`config.mk`:
```
export PLATFORM = sky130hd
export DESIGN_NAME = ildiag_top
export DESIGN_NICKNAME = d
export VERILOG_FILES = /design/src/rtl/ildiag_pkg.sv /design/src/rtl/ildiag_flash.sv /design/src/rtl/ildiag_top.sv
export SDC_FILE = /design/constraint.sdc
export NUM_CORES = 1
export LEC_CHECK = 0
export ABC_AREA = 1
export BUFFER_PORTS_ARGS = -buffer_cell sky130_fd_sc_hd__buf_4
export CORE_MARGIN = 4
export CORE_UTILIZATION = 30
export DETAILED_ROUTE_END_ITERATION = 8
export PLACE_DENSITY = 0.58
export SYNTH_ARGS = -nofsm -noshare
export SYNTH_HDL_FRONTEND = slang
export SYNTH_SLANG_ARGS = --single-unit
```
`constraint.sdc`:
```
create_clock -name aclk -period 1.8 [get_ports aclk]
set_input_delay 0.54 -clock aclk [delete_from_list [all_inputs] [get_ports aclk]]
set_output_delay 0.54 -clock aclk [all_outputs]
set_load 0.02 [all_outputs]
```
`src/rtl/ildiag_pkg.sv`:
```
package ildiag_pkg;

  // Clock and base tick
  localparam int          CLK_HZ        = 50_000_000;
  localparam int          TICK_NS       = 1_000_000;
  localparam int          TICK_CYCLES   = int'((64'(CLK_HZ) * TICK_NS) / 64'd1_000_000_000);
  localparam int          TICK_W        = 16;
  localparam int          MS_W          = 21;

  // Times counted in 1 ms ticks
  localparam int          BLINK_HALF_MS = 500;
  localparam int          GRACE_MIN     = 30;
  localparam int          GRACE_MS      = GRACE_MIN * 60_000;
  localparam int          INHIBIT_MIN   = 10;
  localparam int          INHIBIT_MS    = INHIBIT_MIN * 60_000;
  localparam int          FLASH_ON_MS   = 200;
  localparam int          FLASH_GAP_MS  = 300;
  localparam int          FLASH_PAUSE_MS = 1500;

  // Register map
  localparam int          ADDR_W        = 8;
  localparam logic [7:0]  CTRL_OFFSET   = 8'h00;
  localparam logic [7:0]  STATUS_OFFSET = 8'h04;
  localparam logic [31:0] CTRL_RESET    = 32'h0000_0000;
  localparam int          CTRL_DOOR_ONLY_BIT = 0;
  localparam int          CTRL_RETEACH_BIT   = 1;
  localparam int          CTRL_LOCK_POL_BIT  = 2;
  localparam int          CTRL_W             = 3;
  localparam int          STAT_STATE_LSB     = 0;
  localparam int          STAT_CODE_LSB      = 4;
  localparam int          STAT_SAFE_BIT      = 8;
  localparam int          STAT_DIAG_BIT      = 9;
  localparam int          STAT_INHIBIT_BIT   = 10;
  localparam int          STAT_MAGNET_BIT    = 11;
  localparam int          STAT_INOK_BIT      = 12;
  localparam logic [1:0]  RESP_OKAY     = 2'h0;
  localparam logic [1:0]  RESP_SLVERR   = 2'h2;

  // Fault codes, value is the red pulse count except CODE_INTERNAL, which shows steady red
  localparam logic [2:0]  CODE_NONE     = 3'h0;
  localparam logic [2:0]  CODE_OUT_A    = 3'h1;
  localparam logic [2:0]  CODE_OUT_B    = 3'h2;
  localparam logic [2:0]  CODE_CROSS    = 3'h3;
  localparam logic [2:0]  CODE_TEMP     = 3'h4;
  localparam logic [2:0]  CODE_ACTUATOR = 3'h5;
  localparam logic [2:0]  CODE_HANDLE   = 3'h6;
  localparam logic [2:0]  CODE_INTERNAL = 3'h7;

  // Synchronised pin positions
  localparam int          PIN_UPS_A     = 0;
  localparam int          PIN_UPS_B     = 1;
  localparam int          PIN_CLOSED    = 2;
  localparam int          PIN_LOCKED    = 3;
  localparam int          PIN_LOCKPOSS  = 4;
  localparam int          PIN_LOCKCTRL  = 5;
  localparam int          PIN_FLT_A     = 6;
  localparam int          PIN_FLT_B     = 7;
  localparam int          PIN_CROSS     = 8;
  localparam int          PIN_TEMP      = 9;
  localparam int          PIN_ACTUATOR  = 10;
  localparam int          PIN_HANDLE    = 11;
  localparam int          PIN_INTERNAL  = 12;
  localparam int          PIN_TEACH     = 13;
  localparam int          PIN_LEARNED   = 14;
  localparam int          PIN_N         = 15;

  typedef enum logic [1:0] {
    ST_NORMAL = 2'b00,
    ST_WARN   = 2'b01,
    ST_FAULT  = 2'b10,
    ST_ERROR  = 2'b11
  } ildiag_state_type;

  typedef enum logic [1:0] {
    PH_IDLE  = 2'b00,
    PH_ON    = 2'b01,
    PH_GAP   = 2'b10,
    PH_PAUSE = 2'b11
  } ildiag_phase_type;

endpackage : ildiag_pkg

```
`src/rtl/ildiag_flash.sv`:
```
`timescale 1ns/1ps
module ildiag_flash
  import ildiag_pkg::*;
(
  // Clock and reset
  input  wire logic       aclk,
  input  wire logic       aresetn,
  // Millisecond tick and code to show
  input  wire logic       tick,
  input  wire logic [2:0] code,
  // Red lamp pulse train
  output logic            flash_q
);
  import ildiag_pkg::*;

  ildiag_phase_type  phase_q, phase_d;
  logic [MS_W-1:0]   cnt_q, cnt_d;
  logic [2:0]        idx_q, idx_d;
  logic [2:0]        lat_q, lat_d;

  // Code is latched per group so a change never cuts a group short
  always_comb begin
    phase_d = phase_q;
    cnt_d   = cnt_q;
    idx_d   = idx_q;
    lat_d   = lat_q;
    if (tick && phase_q != PH_IDLE) begin
      cnt_d = cnt_q + 1'b1;
    end
    unique case (phase_q)
      PH_IDLE: begin
        if (code != CODE_NONE && code != CODE_INTERNAL) begin
          phase_d = PH_ON;
          lat_d   = code;
          idx_d   = 3'h1;
          cnt_d   = '0;
        end
      end
      PH_ON: begin
        if (tick && cnt_q == MS_W'(FLASH_ON_MS - 1)) begin
          cnt_d   = '0;
          phase_d = (idx_q == lat_q) ? PH_PAUSE : PH_GAP;
        end
      end
      PH_GAP: begin
        if (tick && cnt_q == MS_W'(FLASH_GAP_MS - 1)) begin
          cnt_d   = '0;
          idx_d   = idx_q + 1'b1;
          phase_d = PH_ON;
        end
      end
      PH_PAUSE: begin
        // Long dark pause lets the observer count the group
        if (tick && cnt_q == MS_W'(FLASH_PAUSE_MS - 1)) begin
          cnt_d   = '0;
          phase_d = PH_IDLE;
        end
      end
    endcase
  end

  // Pulse train registers
  always_ff @(posedge aclk) begin
    if (!aresetn) begin
      phase_q <= PH_IDLE;
      cnt_q   <= '0;
      idx_q   <= 3'h0;
      lat_q   <= CODE_NONE;
      flash_q <= 1'b0;
    end else begin
      phase_q <= phase_d;
      cnt_q   <= cnt_d;
      idx_q   <= idx_d;
      lat_q   <= lat_d;
      flash_q <= (phase_d == PH_ON);
    end
  end
endmodule : ildiag_flash

```
`src/rtl/ildiag_top.sv`:
```
`timescale 1ns/1ps
module ildiag_top
  import ildiag_pkg::*;
#(
  parameter int TICK_CYC      = TICK_CYCLES,
  parameter int GRACE_TICKS   = GRACE_MS,
  parameter int INHIBIT_TICKS = INHIBIT_MS
) (
  // Clock and reset
  input  wire logic              aclk,
  input  wire logic              aresetn,
  // AXI4-Lite write channels
  input  wire logic [ADDR_W-1:0] s_axi_awaddr,
  input  wire logic              s_axi_awvalid,
  output logic                   s_axi_awready,
  input  wire logic [31:0]       s_axi_wdata,
  input  wire logic [3:0]        s_axi_wstrb,
  input  wire logic              s_axi_wvalid,
  output logic                   s_axi_wready,
  output logic [1:0]             s_axi_bresp,
  output logic                   s_axi_bvalid,
  input  wire logic              s_axi_bready,
  // AXI4-Lite read channels
  input  wire logic [ADDR_W-1:0] s_axi_araddr,
  input  wire logic              s_axi_arvalid,
  output logic                   s_axi_arready,
  output logic [31:0]            s_axi_rdata,
  output logic [1:0]             s_axi_rresp,
  output logic                   s_axi_rvalid,
  input  wire logic              s_axi_rready,
  // Upstream chain, guard sensing and lock request
  input  wire logic              upstream_safety_input_a,
  input  wire logic              upstream_safety_input_b,
  input  wire logic              guard_closed,
  input  wire logic              guard_locked,
  input  wire logic              locking_possible,
  input  wire logic              lock_control,
  // Fault sensing
  input  wire logic              out_a_fault,
  input  wire logic              out_b_fault,
  input  wire logic              cross_short,
  input  wire logic              over_temperature,
  input  wire logic              actuator_fault,
  input  wire logic              handle_fault,
  input  wire logic              internal_error,
  // Actuator teach-in
  input  wire logic              teach_active,
  input  wire logic              new_actuator_learned,
  // Lamps, outputs and solenoid
  output logic                   green_lamp_q,
  output logic                   yellow_lamp_q,
  output logic                   red_lamp_q,
  output logic                   diag_out_q,
  output logic                   safety_output_a_q,
  output logic                   safety_output_b_q,
  output logic                   magnet_on_q
);
  import ildiag_pkg::*;

  // Register index decode, shared by both channels
  function automatic logic [1:0] reg_index(input logic [ADDR_W-1:0] a);
    if (a == CTRL_OFFSET) begin
      reg_index = 2'h1;
    end else if (a == STATUS_OFFSET) begin
      reg_index = 2'h2;
    end else begin
      reg_index = 2'h0;
    end
  endfunction : reg_index

  // Two-flop synchronisers for every pin
  logic [PIN_N-1:0] pin_raw, pin_m_q, pin_s;
  assign pin_raw = {new_actuator_learned, teach_active, internal_error, handle_fault,
                    actuator_fault, over_temperature, cross_short, out_b_fault, out_a_fault,
                    lock_control, locking_possible, guard_locked, guard_closed,
                    upstream_safety_input_b, upstream_safety_input_a};
  always_ff @(posedge aclk) begin
    if (!aresetn) begin
      pin_m_q <= '0;
      pin_s   <= '0;
    end else begin
      pin_m_q <= pin_raw;
      pin_s   <= pin_m_q;
    end
  end

  logic in_ok, closed, locked, teach;
  assign in_ok  = pin_s[PIN_UPS_A] & pin_s[PIN_UPS_B];
  assign closed = pin_s[PIN_CLOSED];
  assign locked = pin_s[PIN_LOCKED] & closed;
  assign teach  = pin_s[PIN_TEACH];

  // Millisecond tick and 1 Hz blink
  logic [TICK_W-1:0] tick_cnt_q, tick_cnt_d;
  logic [MS_W-1:0]   blink_cnt_q, blink_cnt_d;
  logic              tick_q, tick_d, blink_q, blink_d;
  always_comb begin
    tick_d      = (tick_cnt_q == TICK_W'(TICK_CYC - 1));
    tick_cnt_d  = tick_d ? '0 : tick_cnt_q + 1'b1;
    blink_cnt_d = blink_cnt_q;
    blink_d     = blink_q;
    if (tick_q) begin
      blink_cnt_d = blink_cnt_q + 1'b1;
      if (blink_cnt_q == MS_W'(BLINK_HALF_MS - 1)) begin
        blink_cnt_d = '0;
        blink_d     = !blink_q;
      end
    end
  end
  always_ff @(posedge aclk) begin
    if (!aresetn) begin
      tick_cnt_q  <= '0;
      tick_q      <= 1'b0;
      blink_cnt_q <= '0;
      blink_q     <= 1'b0;
    end else begin
      tick_cnt_q  <= tick_cnt_d;
      tick_q      <= tick_d;
      blink_cnt_q <= blink_cnt_d;
      blink_q     <= blink_d;
    end
  end

  // Fault classification, highest priority first
  logic [2:0] imm_code, warn_code;
  always_comb begin
    if (pin_s[PIN_INTERNAL]) begin
      imm_code = CODE_INTERNAL;
    end else if (pin_s[PIN_HANDLE]) begin
      imm_code = CODE_HANDLE;
    end else if (pin_s[PIN_ACTUATOR]) begin
      imm_code = CODE_ACTUATOR;
    end else begin
      imm_code = CODE_NONE;
    end
    if (pin_s[PIN_CROSS] || (pin_s[PIN_FLT_A] && pin_s[PIN_FLT_B])) begin
      warn_code = CODE_CROSS;
    end else if (pin_s[PIN_FLT_A]) begin
      warn_code = CODE_OUT_A;
    end else if (pin_s[PIN_FLT_B]) begin
      warn_code = CODE_OUT_B;
    end else if (pin_s[PIN_TEMP]) begin
      warn_code = CODE_TEMP;
    end else begin
      warn_code = CODE_NONE;
    end
  end

  // Error and warning state machine
  ildiag_state_type state_q, state_d;
  logic [2:0]       code_q, code_d;
  logic [MS_W-1:0]  grace_q, grace_d;
  logic             opened_q, opened_d, clear_ok;
  assign clear_ok = opened_q && closed && imm_code == CODE_NONE
                    && !(state_q == ST_FAULT && warn_code != CODE_NONE);
  always_comb begin
    state_d  = state_q;
    code_d   = code_q;
    grace_d  = grace_q;
    opened_d = opened_q || !closed;
    // A new shutdown cause always wins over any clear in the same cycle
    if (imm_code != CODE_NONE) begin
      state_d  = ST_ERROR;
      code_d   = (state_q == ST_ERROR) ? code_q : imm_code;
      opened_d = 1'b0;
    end else begin
      unique case (state_q)
        ST_NORMAL: begin
          if (warn_code != CODE_NONE) begin
            state_d = ST_WARN;
            code_d  = warn_code;
            grace_d = '0;
          end
        end
        ST_WARN: begin
          code_d = warn_code;
          if (warn_code == CODE_NONE) begin
            state_d = ST_NORMAL;
          end else if (tick_q) begin
            grace_d = grace_q + 1'b1;
            if (grace_q == MS_W'(GRACE_TICKS - 1)) begin
              state_d  = ST_FAULT;
              opened_d = 1'b0;
            end
          end
        end
        ST_FAULT, ST_ERROR: begin
          if (clear_ok) begin
            state_d = ST_NORMAL;
            code_d  = CODE_NONE;
          end
        end
      endcase
    end
  end
  always_ff @(posedge aclk) begin
    if (!aresetn) begin
      state_q  <= ST_NORMAL;
      code_q   <= CODE_NONE;
      grace_q  <= '0;
      opened_q <= 1'b0;
    end else begin
      state_q  <= state_d;
      code_q   <= code_d;
      grace_q  <= grace_d;
      opened_q <= opened_d;
    end
  end

  // Enabling hold-off after a new actuator; reset clears it even if still pending
  logic [CTRL_W-1:0] ctrl_q, ctrl_d;
  logic [MS_W-1:0]   inh_cnt_q, inh_cnt_d;
  logic              inhibit_q, inhibit_d, learned_q;
  always_comb begin
    inh_cnt_d = inh_cnt_q;
    inhibit_d = inhibit_q;
    if (pin_s[PIN_LEARNED] && !learned_q && ctrl_q[CTRL_RETEACH_BIT]) begin
      inhibit_d = 1'b1;
      inh_cnt_d = '0;
    end else if (inhibit_q && tick_q) begin
      inh_cnt_d = inh_cnt_q + 1'b1;
      if (inh_cnt_q == MS_W'(INHIBIT_TICKS - 1)) begin
        inhibit_d = 1'b0;
      end
    end
  end
  always_ff @(posedge aclk) begin
    if (!aresetn) begin
      inh_cnt_q <= '0;
      inhibit_q <= 1'b0;
      learned_q <= 1'b0;
    end else begin
      inh_cnt_q <= inh_cnt_d;
      inhibit_q <= inhibit_d;
      learned_q <= pin_s[PIN_LEARNED];
    end
  end

  // Red pulse generator
  logic flash;
  ildiag_flash u_flash (
    .aclk    (aclk),
    .aresetn (aresetn),
    .tick    (tick_q),
    .code    (code_q),
    .flash_q (flash)
  );

  // Lamps and outputs, all registered
  logic guard_ok, run_ok, safe_d, diag_d, green_d, yellow_d, red_d, magnet_d;
  always_comb begin
    guard_ok = ctrl_q[CTRL_DOOR_ONLY_BIT] ? closed : locked;
    run_ok   = (state_q == ST_NORMAL) || (state_q == ST_WARN);
    safe_d   = in_ok && guard_ok && run_ok && !teach && !inhibit_q;
    diag_d   = (locked || (closed && pin_s[PIN_LOCKPOSS])) && state_q == ST_NORMAL
               && !teach;
    green_d  = teach ? 1'b0 : ((!in_ok || inhibit_q) ? blink_q : 1'b1);
    if (teach) begin
      yellow_d = blink_q;
    end else if (state_q == ST_FAULT || state_q == ST_ERROR || !closed) begin
      yellow_d = 1'b0;
    end else begin
      yellow_d = locked ? 1'b1 : blink_q;
    end
    if (teach) begin
      red_d = 1'b1;
    end else if (state_q == ST_NORMAL) begin
      red_d = 1'b0;
    end else begin
      red_d = (code_q == CODE_INTERNAL) ? 1'b1 : flash;
    end
    // Lock request polarity depends on the solenoid variant
    magnet_d = ctrl_q[CTRL_LOCK_POL_BIT] ? pin_s[PIN_LOCKCTRL] : !pin_s[PIN_LOCKCTRL];
  end
  always_ff @(posedge aclk) begin
    if (!aresetn) begin
      safety_output_a_q <= 1'b0;
      safety_output_b_q <= 1'b0;
      diag_out_q        <= 1'b0;
      green_lamp_q      <= 1'b0;
      yellow_lamp_q     <= 1'b0;
      red_lamp_q        <= 1'b0;
      magnet_on_q       <= 1'b0;
    end else begin
      safety_output_a_q <= safe_d;
      safety_output_b_q <= safe_d;
      diag_out_q        <= diag_d;
      green_lamp_q      <= green_d;
      yellow_lamp_q     <= yellow_d;
      red_lamp_q        <= red_d;
      magnet_on_q       <= magnet_d;
    end
  end

  // AXI4-Lite slave; address and data may arrive in either order
  logic              aw_hold_q, aw_hold_d, w_hold_q, w_hold_d;
  logic [ADDR_W-1:0] awaddr_q, awaddr_d;
  logic [31:0]       wdata_q, wdata_d, rdata_d, status;
  logic [3:0]        wstrb_q, wstrb_d;
  logic              bvalid_d, rvalid_d;
  logic [1:0]        bresp_d, rresp_d;
  assign status = {19'h0, in_ok, magnet_on_q, inhibit_q, diag_out_q, safety_output_a_q,
                   1'b0, code_q, 2'h0, state_q};
  always_comb begin
    aw_hold_d = aw_hold_q;
    awaddr_d  = awaddr_q;
    w_hold_d  = w_hold_q;
    wdata_d   = wdata_q;
    wstrb_d   = wstrb_q;
    ctrl_d    = ctrl_q;
    bvalid_d  = s_axi_bvalid && !s_axi_bready;
    bresp_d   = s_axi_bresp;
    rvalid_d  = s_axi_rvalid && !s_axi_rready;
    rresp_d   = s_axi_rresp;
    rdata_d   = s_axi_rdata;
    if (s_axi_awvalid && s_axi_awready) begin
      aw_hold_d = 1'b1;
      awaddr_d  = s_axi_awaddr;
    end
    if (s_axi_wvalid && s_axi_wready) begin
      w_hold_d = 1'b1;
      wdata_d  = s_axi_wdata;
      wstrb_d  = s_axi_wstrb;
    end
    if (aw_hold_q && w_hold_q && !s_axi_bvalid) begin
      aw_hold_d = 1'b0;
      w_hold_d  = 1'b0;
      bvalid_d  = 1'b1;
      bresp_d   = (reg_index(awaddr_q) == 2'h0) ? RESP_SLVERR : RESP_OKAY;
      if (reg_index(awaddr_q) == 2'h1 && wstrb_q[0]) begin
        ctrl_d = wdata_q[CTRL_W-1:0];
      end
    end
    if (s_axi_arvalid && s_axi_arready) begin
      rvalid_d = 1'b1;
      unique case (reg_index(s_axi_araddr))
        2'h1: begin
          rdata_d = {29'h0, ctrl_q};
          rresp_d = RESP_OKAY;
        end
        2'h2: begin
          rdata_d = status;
          rresp_d = RESP_OKAY;
        end
        default: begin
          rdata_d = 32'h0;
          rresp_d = RESP_SLVERR;
        end
      endcase
    end
  end
  always_ff @(posedge aclk) begin
    if (!aresetn) begin
      aw_hold_q     <= 1'b0;
      w_hold_q      <= 1'b0;
      awaddr_q      <= '0;
      wdata_q       <= 32'h0;
      wstrb_q       <= 4'h0;
      ctrl_q        <= CTRL_RESET[CTRL_W-1:0];
      s_axi_awready <= 1'b0;
      s_axi_wready  <= 1'b0;
      s_axi_bvalid  <= 1'b0;
      s_axi_bresp   <= RESP_OKAY;
      s_axi_arready <= 1'b0;
      s_axi_rvalid  <= 1'b0;
      s_axi_rresp   <= RESP_OKAY;
      s_axi_rdata   <= 32'h0;
    end else begin
      aw_hold_q     <= aw_hold_d;
      w_hold_q      <= w_hold_d;
      awaddr_q      <= awaddr_d;
      wdata_q       <= wdata_d;
      wstrb_q       <= wstrb_d;
      ctrl_q        <= ctrl_d;
      s_axi_awready <= !aw_hold_d && !bvalid_d;
      s_axi_wready  <= !w_hold_d && !bvalid_d;
      s_axi_bvalid  <= bvalid_d;
      s_axi_bresp   <= bresp_d;
      s_axi_arready <= !rvalid_d;
      s_axi_rvalid  <= rvalid_d;
      s_axi_rresp   <= rresp_d;
      s_axi_rdata   <= rdata_d;
    end
  end
endmodule : ildiag_top

```
==> out/qor.txt, run 1 <==
Reg2reg end = grace_q[6]
Wirelength per Cell = 11.6 um
GP Congestion = 0.853
Yosys Warn Count = 0
Sequential-to-total area share from yosys stat = 0.428
Overall routing resource usage = 0.121
Gate Count Post-Synth = 1,266
Min Tclk post-route = 1.67 ns
Site Rows = 62
Syn_area_per_cell = 7.03 um2
Critical Path RT = 2.11 ns
PnR worst setup slack = 0.132 ns
Die W = 180 um
Placeable Area = 29,000 um2
Critical path data arrival time = 1.98 ns
Flop2flop setup slack = 0.13 ns
Syn Std Cell Area = 8900 um2
Worst R2R Path Depth = 9
Worst slew pin tran = 0.604 ns
Ratio of cells with drive above 1 in the final layout = 0.150
Worst r2r src = pin_s[11]
Crit path to = grace_q[6]
Final instance area = 10,600 um2
Vias = 7,852
Max Fclk = 599 MHz
Placed instance area = 9920 um2
CP Capture Type = register
Number of synthesized register bits = 190
# diodes = 0
Most used DFF post-synth = dfxtp_1
Slew Limit Headroom = 0.596
Fin nets = 1,440
Initial core utilization = 0.307
Status = complete, no violations
Clk slew on worst S/H paths = 0.07 ns
# IOs = 122
Root Driver = clkbuf_16
Final hold violation count = 0
DRC = 0
Post-Place Setup Slack = 0.0447 ns
EDFF count, synth = 0
DR iter-0 viols = 376
CTS H-tree depth = 4
Via density = 4.48
Fin. max-slew vios = 0
Worst VDD drop = 0.000631 V
Cell variety after synth = 50
Clock buffer depth = 2
Max-cap viol count = 0
CTS tree = yes
Nature of the critical path startpoint = register
CP Class = reg -> reg
Final Cycle Share = 0.927
Initial antenna violation count = 0
Inserted Clock Buffers = 17
Asr flop ratio synth = 0
Skew-Pair Late Insertion Delay = 0.43 ns
Vias in the first global route = 7,257
Global-route wire length before repair = 33,700 um
Pwr dens = 856 nW/um2
Leak Pwr = 4.40 nW
Cell Count, Final, Fillers Out = 1,754
Setup Skew = 0.0123 ns
Dpl cells = 1,720
Grt ovf = 0
CP max FO = 7
Worst hold-check path type = in -> reg
Largest net degree at the start of global routing = 62
Die ar. = 32,500 um2
Final Util = 0.366
Buffers on Ports = 66
Critical Path Start = pin_s[11]
Final Setup Violations = 0
Synth-to-Final Area Change = 19.5%
First-pass DRT Iterations = 5
DP HPWL = 15,000 um
Clk sink count = 190
Antenna Nets Post-Route = 0
Die Y = 180 um
Routed wire length = 20,300 um
where the power goes:
group / switching (mW) / total (mW) / leakage [nW] / internal, mW
sequential: 0.0772 / 4.41 / 1.55 / 4.33
clock: 1.64 / 3.73 / 0.282 / 2.09
combinational: 0.604 / 0.960 / 2.57 / 0.356
total: 2.32 / 9.10 / 4.40 / 6.78
state kept, by name (all words and copies together) (netlist names), 2 cells and up:
register         count
u_flash.cnt_q       21
tick_cnt_q          16
pin_m_q             15
u_flash.phase_q      2
awaddr_q             8
state_q              2
u_flash.lat_q        3
ctrl_q               3
blink_cnt_q         21
wdata_q              3
code_q               3
s_axi_rdata         11
u_flash.idx_q        3
grace_q             21
inh_cnt_q           21
pin_s               15
repair_timing:
| item | in CTS | in global routing |
|---|---|---|
| hold buffers | 0 | 0 |
| buffers inserted | 0 | 1 |
| resized for setup | 0 | 29 |
| endpoints found under the setup margin | 0 | 37 |
worst max-delay path, cell delays in order (launching register included):
cell and delay [ns]:
dfxtp_1 0.31, inv_1 0.06, nand2_1 0.08, nor2_4 0.13, nand2_1 0.19, nor2_4 0.27, buf_4 0.20, nand4_1 0.10
o21ai_0 0.17, nor2_1 0.06
synth_stat cells, drive strengths merged, types with 8 or more instances:
cell type	instances	share of area
clkbuf	11	0.0046
nand2	285	0.12
nor2	233	0.11
nand3	78	0.046
nand4	37	0.026
buf	37	0.030
inv	154	0.065
a21oi	76	0.043
dfxtp	190	0.43
xor2	24	0.024
or2	8	0.0056
nor3	32	0.020
o21ai	50	0.029
metal layers:
| layer | share of wire | global-route usage | vias to the layer above |
|---|---|---|---|
| li1 | - | - | 4171 |
| met1 | 0.47 | 0.154 | 3516 |
| met2 | 0.48 | 0.208 | 140 |
| met3 | 0.035 | 0.0264 | 25 |
| met4 | 0.014 | 0.0345 | 0 |
| met5 | 0 | 0 | - |
area by class of cell:
class | count | area, um2
fillers | 3059 | 18400
multi-input cells | 894 | 4360
flip-flops and latches | 190 | 3820
repair buffers | 99 | 802
inverters | 157 | 596
well taps | 384 | 480
clock buffers | 19 | 443
clock inverters | 11 | 133
layout by cell type (no fill, tap or decap), types with 5 or more instances in the layout:
cell / synthesis / layout
a21oi_1: 75 / 75
buf_4: 25 / 94
clkbuf_16: 0 / 18
conb_1: 1 / 23
dfxtp_1: 190 / 183
dfxtp_2: 0 / 5
ha_1: 7 / 5
inv_1: 148 / 148
inv_2: 5 / 5
nand2_1: 279 / 278
nand2_2: 5 / 6
nand3_1: 75 / 74
nand4_1: 37 / 37
nor2_1: 211 / 203
nor2_2: 16 / 23
nor2_4: 4 / 6
nor3_1: 29 / 28
nor3b_1: 6 / 6
nor4_1: 7 / 6
o21ai_0: 47 / 47
or2_2: 7 / 7
xnor2_1: 5 / 5
xor2_1: 24 / 24
metrics by stage:
| step | hold slack, ns | TNS (ns) | total power, mW |
|---|---|---|---|
| finish | 0.298 | 0 | 9.10 |
| global route | 0.288 | -0.00480 | 9.52 |
| CTS | 0.281 | 0 | 9.16 |
| detailed placement | 0.396 | 0 | 5.40 |
| global placement | 0.395 | 0 | 5.40 |
| floorplan | 0.390 | 0 | 5.14 |
cells by family (layout without fill, tap and decap cells):
group | after synthesis | count (layout) | synth area share
AOI/OAI and AO/OA | 140 | 140 | 0.0840
xor gates and xnor gates | 29 | 29 | 0.0286
adders and majority gates | 7 | 7 | 0.00984
buffers and inverters | 205 | 286 | 0.101
DFF | 190 | 190 | 0.428
muxes | 1 | 1 | 0.00113
other | 1 | 23 | 0.000422
and+or+nand+nor | 693 | 694 | 0.348
how the worst min path moves through the flow:
stage	slack (ns)	start	cells past startpoint	to
finish	0.30	out_a_fault	3	pin_m_q[6]
global placement	0.40	pin_m_q[1]	2	pin_s[1]
CTS	0.28	out_a_fault	3	pin_m_q[6]
detailed placement	0.40	pin_m_q[1]	2	pin_s[1]
global route	0.29	lock_control	3	pin_m_q[5]
floorplan	0.39	pin_m_q[0]	2	pin_s[0]
No activity file was read; power rests on OpenSTA's default activity.
==> inputs of run 2 (changes only) <==
--- a/config.mk
+++ b/config.mk
@@ -7,10 +7,12 @@
 export LEC_CHECK = 0
 export ABC_AREA = 1
 export BUFFER_PORTS_ARGS = -buffer_cell sky130_fd_sc_hd__buf_4
+export CORE_ASPECT_RATIO = 1.2
 export CORE_MARGIN = 4
 export CORE_UTILIZATION = 30
 export DETAILED_ROUTE_END_ITERATION = 8
-export PLACE_DENSITY = 0.58
+export PLACE_DENSITY = 0.46
 export SYNTH_ARGS = -nofsm -noshare
 export SYNTH_HDL_FRONTEND = slang
+export SYNTH_HIERARCHICAL = 1
 export SYNTH_SLANG_ARGS = --single-unit
==> run 2 against run 1 <==
  * Global-route usage is 1.4 points higher
  * Worst hold slack worse by 0.013 ns
  * Design area is 4.7% higher
  * Critical path type unchanged
  * Critical endpoint is now u_flash/cnt_q[9]
==> out/qor.txt, run 2 <==
Skew-Pair Late Insertion Delay = 0.44 ns
Routed wire length = 22,400 um
DP HPWL = 16,800 um
Setup TNS = 0 ns
Synth cell count leaders = nand2_1, nor2_1, dfxtp_1
Clock buffer depth = 2
Buffers on Ports = 66
Final Cycle Share = 0.983
Critical Path RT = 2.14 ns
EDFF count, synth = 0
Die ar. = 33,300 um2
Max-cap viol count = 0
P_int = 6.97 mW
Most instantiated library cell after synthesis = nand2_1
Gr busiest metal = met2
Wirelength per Cell = 12.2 um
Final hold violation count = 0
Grt ovf = 0
Global-route wire length before repair = 37,600 um
CTS H-tree depth = 4
Clk sink count = 190
Placed instance area = 10,300 um2
Initial antenna violation count = 1
Root Driver = clkbuf_16
Largest net degree at the start of global routing = 29
Pwr dens = 852 nW/um2
Syn_area_per_cell = 6.86 um2
Asr flop ratio synth = 0
Largest area contributor in the netlist = dfxtp_1
Max Fclk = 565 MHz
Via density = 4.41
Min Tclk post-route = 1.77 ns
Leak Pwr = 4.52 nW
Overall routing resource usage = 0.136
Met2 usage = 0.234
Number of synthesized register bits = 190
Antenna Nets Post-Route = 0
GP Congestion = 0.813
Sequential share of power = 0.468
Commonest non-fill, non-tap cell in the layout = nand2_1
Worst slew pin tran = 0.497 ns
Most frequent cells in the layout = nand2_1, nor2_1, dfxtp_1
CP Capture Type = register
DR iter-0 viols = 309
Crit-path slowest cell = dfxtp_4
Site Rows = 69
Unrepaired setup endpoints after global routing = yes
Yosys Warn Count = 6
Setup Skew = 0.0119 ns
Fin. max-slew vios = 0
Clock share of power = 0.421
# diodes = 0
Syn Std Cell Area = 9130 um2
Placeable Area = 29,800 um2
Cell variety after synth = 43
Die W = 167 um
Sequential-to-total area share from yosys stat = 0.417
Switch share = 0.265
DRC = 0
Vias = 8,124
Final Power = 9.48 mW
Worst hold-check path type = in -> reg
CP cell instances = ha_4, nand2_4, nor2_4, nand3_2, nor2_4, nand2_2, nand2_2, o21ai_4, o21ai_4, buf_12, clkbuf_16, nor2_2
Worst path max stage delay = 0.37 ns
Inserted Clock Buffers = 17
PnR worst setup slack = 0.0305 ns
First-pass DRT Iterations = 4
Status = complete, no violations
GR Layer Usage met3 = 0.0241
Worst VDD drop = 0.000508 V
CP Class = reg -> reg
Gate Count Post-Synth = 1,330
Vias in the first global route = 7,855
Die Y = 199 um
Cells on Worst Hold Path = 3
Fill cells = 3,176
CTS tree = yes
Most used DFF post-synth = dfxtp_1
Final Util = 0.374
CP max FO = 6
Met1 Use GR = 0.175
Synth-to-Final Area Change = 21.9%
Synth top area cells = dfxtp_1, nand2_1, nor2_1
Net switching power = 2.51 mW
Worst R2R Path Depth = 12
Final instance area = 11,100 um2
Nature of the critical path startpoint = register
Synth top area share = 0.417
Ratio of cells with drive above 1 in the final layout = 0.170
Critical path data arrival time = 2.11 ns
Comb pwr share = 0.111
Clk slew on worst S/H paths = 0.08 ns
Initial core utilization = 0.306
Fin nets = 1,521
Slew Limit Headroom = 0.666
Post-Place Setup Slack = 0.0395 ns
# IOs = 122
Final Setup Violations = 0
run 2: cell types whose count changed in the layout (fill, tap and decap cells not counted), sizes merged, moves of 5 or more:
cell	delta
nand2	+42
inv	+27
buf	+17
nor2	+8
nor3	+7
a21oi	-5
run 2: area by class of cell:
class	count	area, um2	share of cell area
Multi-Input combinational cell	933	4540	0.408
Sequential cell	190	3810	0.343
Timing Repair Buffer	117	995	0.0894
Inverter	181	679	0.0611
Tap cell	390	488	0.0439
Clock buffer	18	429	0.0386
Clock inverter	14	181	0.0163
run 2: path summary, 6_finish.rpt:
check	startpoint	slack (ns)	to
setup / recovery	u_flash/cnt_q[1]	0.03	u_flash/cnt_q[9]
setup reg to reg	u_flash/cnt_q[1]	0.03	u_flash/cnt_q[9]
hold reg to reg	pin_m_q[2]	0.41	pin_s[2]
hold / removal	cross_short	0.29	pin_m_q[8]
run 2: power groups by stage:
stage                     Clock, mW  Combinational [mW]  Sequential [mW]
after floorplan                   0               0.671             4.51
after global placement            0               0.950             4.53
after detailed placement          0               0.947             4.53
after CTS                      4.16               0.950             4.44
after global routing           4.27                1.18             4.46
final                          4.00                1.05             4.44
run 2: stage by stage:
step / hold slack, ns / instances
finish: 0.285 / 1843
global route: 0.272 / 1843
CTS: 0.256 / 1837
detailed placement: 0.398 / 1805
global placement: 0.395 / 1805
floorplan: 0.390 / 1352
run 2: per-layer routing:
| layer | part of all wire | wire [um] |
|---|---|---|
| met5 | 0 | 0 |
| met4 | 0.013 | 290 |
| met3 | 0.027 | 598 |
| met2 | 0.48 | 10800 |
| met1 | 0.48 | 10800 |
run 2: kinds of logic after synthesis:
kind of cell / share of synthesized area
and+or+nand+nor: 0.361
buffers and inverters: 0.108
DFF: 0.417
AOI/OAI and AO/OA: 0.0750
xor gates and xnor gates: 0.0278
adders and majority gates: 0.00960
other: 0.000411
muxes: 0.00110
run 2: repair_timing:
| action | 4_1_cts | 5_1_grt |
|---|---|---|
| setup buffers | 0 | 4 |
| gates resized for setup | 0 | 41 |
| hold buffers | 0 | 0 |
| setup endpoints to repair | 0 | 48 |
run 2: critical path: cells and delay by family, from the launching register on:
family	cells	cell delay (ns)
compound gates	2	0.25
buf+inv	2	0.29
simple gates	7	0.58
fa+ha+maj	1	0.16
flops	1	0.37
==> inputs of run 3 (changes only) <==
--- a/config.mk
+++ b/config.mk
@@ -5,7 +5,6 @@
 export SDC_FILE = /design/constraint.sdc
 export NUM_CORES = 1
 export LEC_CHECK = 0
-export ABC_AREA = 1
 export BUFFER_PORTS_ARGS = -buffer_cell sky130_fd_sc_hd__buf_4
 export CORE_ASPECT_RATIO = 1.2
 export CORE_MARGIN = 4
==> run 3 against run 2 <==
  * Maximum frequency is 0.17% higher
  * Utilization is 0.52 points higher
  * Clock skew is 0.0012 ns higher
  * Flip-flop and latch count stayed put
  * Sequential power hardly changed
  * Total power is 4.2% lower
  * First-iteration DRC count is 7.1% lower
  * Synthesized area is 7.1% lower
  * Synthesized cell count is 28% lower
  * Combinational power is 12% lower
  * Critical path type unchanged
  * Largest cell class unchanged
  * Largest power group unchanged
  * Highest routed layer unchanged
==> out/qor.txt, run 3 <==
Status = complete, no violations
Antenna Nets Post-Route = 0
Final Power = 9.08 mW
Commonest non-fill, non-tap cell in the layout = dfxtp_1
Critical path data arrival time = 2.08 ns
Most instantiated library cell after synthesis = dfxtp_1
Sequential share of power = 0.487
Vias = 7,143
Worst VDD drop = 0.000656 V
Clk sink count = 190
Inserted Clock Buffers = 17
Reg2reg end = state_q[0]
Ratio of cells with drive above 1 in the final layout = 0.210
DRC = 0
Worst Path Buf+Inv = 0
Via density = 4.81
P_int = 6.60 mW
Post-Place Setup Slack = -0.0804 ns
Sequential-to-total area share from yosys stat = 0.449
Final Util = 0.379
Most used DFF post-synth = dfxtp_1
Critical Path RT = 2.12 ns
CTS tree = yes
DP HPWL = 14,800 um
Overall routing resource usage = 0.134
Largest area contributor in the netlist = dfxtp_1
Yosys Warn Count = 6
EDFF count, synth = 0
GP Congestion = 0.763
Setup Skew = 0.0131 ns
Number of synthesized register bits = 190
# IOs = 122
Worst path max stage delay = 0.50 ns
Fin nets = 1,175
CP cell instances = or3_1, a21o_1, or2_1, o311a_1
Die W = 161 um
Final hold violation count = 0
Asr flop ratio synth = 0
Max-cap viol count = 0
Buffers on Ports = 66
Site Rows = 67
Max Fclk = 566 MHz
Pwr dens = 859 nW/um2
Largest net degree at the start of global routing = 36
Initial core utilization = 0.304
Net switching power = 2.48 mW
Crit. path cell count = 4
Synth-to-Final Area Change = 24.7%
Crit-path slowest cell = or3_1
Unrepaired setup endpoints after global routing = no
Nature of the critical path startpoint = register
Cell variety after synth = 70
Final instance area = 10,600 um2
Flop2flop setup slack = 0.03 ns
Synth top area share = 0.449
Dpl cells = 1,453
First-pass DRT Iterations = 4
Cells on Worst Hold Path = 2
Placed instance area = 9900 um2
Synth cell count leaders = dfxtp_1, nor2_1, nand2_1
Vias in the first global route = 6,871
Hold path startpoint = locking_possible
Hold_buf cts = 0
Comb pwr share = 0.101
DR iter-0 viols = 287
Gate Count Post-Synth = 961
Cell Count, Final, Fillers Out = 1,486
Final Cycle Share = 0.981
Synth top area cells = dfxtp_1, a21oi_1, nor2_1
Worst r2r src = pin_s[10]
Placeable Area = 27,900 um2
Final Setup Violations = 0
Worst R2R Path Depth = 4
Fin. max-slew vios = 0
# diodes = 0
Clock share of power = 0.412
CP delay by family, top = simple AND/OR/NAND/NOR gates
CP max FO = 5
Clock buffer depth = 2
Wirelength per Cell = 13.7 um
CTS H-tree depth = 4
Hold EP = pin_m_q[4]
Global-route wire length before repair = 34,200 um
Switch share = 0.273
Syn_area_per_cell = 8.82 um2
Root Driver = clkbuf_16
Initial antenna violation count = 0
Routed wire length = 20,300 um
Min Tclk post-route = 1.77 ns
Syn Std Cell Area = 8480 um2
Die ar. = 31,000 um2
CP Capture Type = register
Skew-Pair Late Insertion Delay = 0.43 ns
Worst Hold Slack = 0.305 ns
Worst hold-check path type = in -> reg
Die Y = 192 um
Setup TNS = 0 ns
CP Class = reg -> reg
Leak Pwr = 3.94 nW
PnR worst setup slack = 0.0335 ns
Most frequent cells in the layout = dfxtp_1, buf_4, nor2_1
Grt ovf = 0
Clk slew on worst S/H paths = 0.08 ns
run 3: cell types whose count changed in the layout (fill, tap and decap cells not counted), sizes merged, moves of 20 or more:
cell   delta
nand2   -250
and2     +41
inv     -162
buf      +38
nor3     -22
nor2    -145
or4      +20
or3      +21
nand3    -32
xnor2    +22
run 3: what timing repair did:
action                                  in CTS  in global routing
pin swaps                                    0                  6
endpoints found under the setup margin       5                 27
resized for setup                            2                 18
buffers inserted                             0                  1
run 3: cell families (layout without fill, tap and decap cells):
family	Yosys count	in the layout	synth area share
multiplexers	10	10	0.0118
buffers and inverters	80	204	0.0497
AND/OR/NAND/NOR	453	453	0.300
adder cells (fa/ha/maj)	7	7	0.0103
AO/OA/AOI/OAI	163	163	0.120
other	1	23	0.000442
XOR/XNOR	57	57	0.0589
flip-flops	190	190	0.449
run 3: area by class of cell:
cell class              count  area, um2
fillers                  2834      17300
multi-input cells         713       4390
flip-flops and latches    190       3820
clock inverters            15        169
repair buffers            153       1220
well taps                 379        474
inverters                  19       71.3
clock buffers              17        425
run 3: per-layer routing:
metal	share of wire	track usage
met5	0	0
met4	0.0093	0.0351
met3	0.035	0.0279
met2	0.49	0.232
met1	0.47	0.171
run 3: worst max path at each step:
stage | startpoint | to | slack, ns
2_1_floorplan | tick_q | inh_cnt_q[19] | 0.03
3_3_place_gp | s_axi_araddr[1] | s_axi_rdata[2] | -0.04
3_5_place_dp | s_axi_araddr[1] | s_axi_rdata[2] | -0.08
4_1_cts | state_q[1] | grace_q[20] | 0.009
5_1_grt | u_flash/cnt_q[9] | u_flash/flash_q | 0.001
6_report | pin_s[10] | state_q[0] | 0.03
run 3: power by group through the flow:
stage               clock [mW]  sequential (mW)  combinational [mW]
finish                    3.74             4.42               0.919
detailed placement           0             4.52               0.911
global route              4.02             4.44                1.01
global placement             0             4.52               0.909
floorplan                    0             4.51               0.595
CTS                       3.88             4.42               0.918
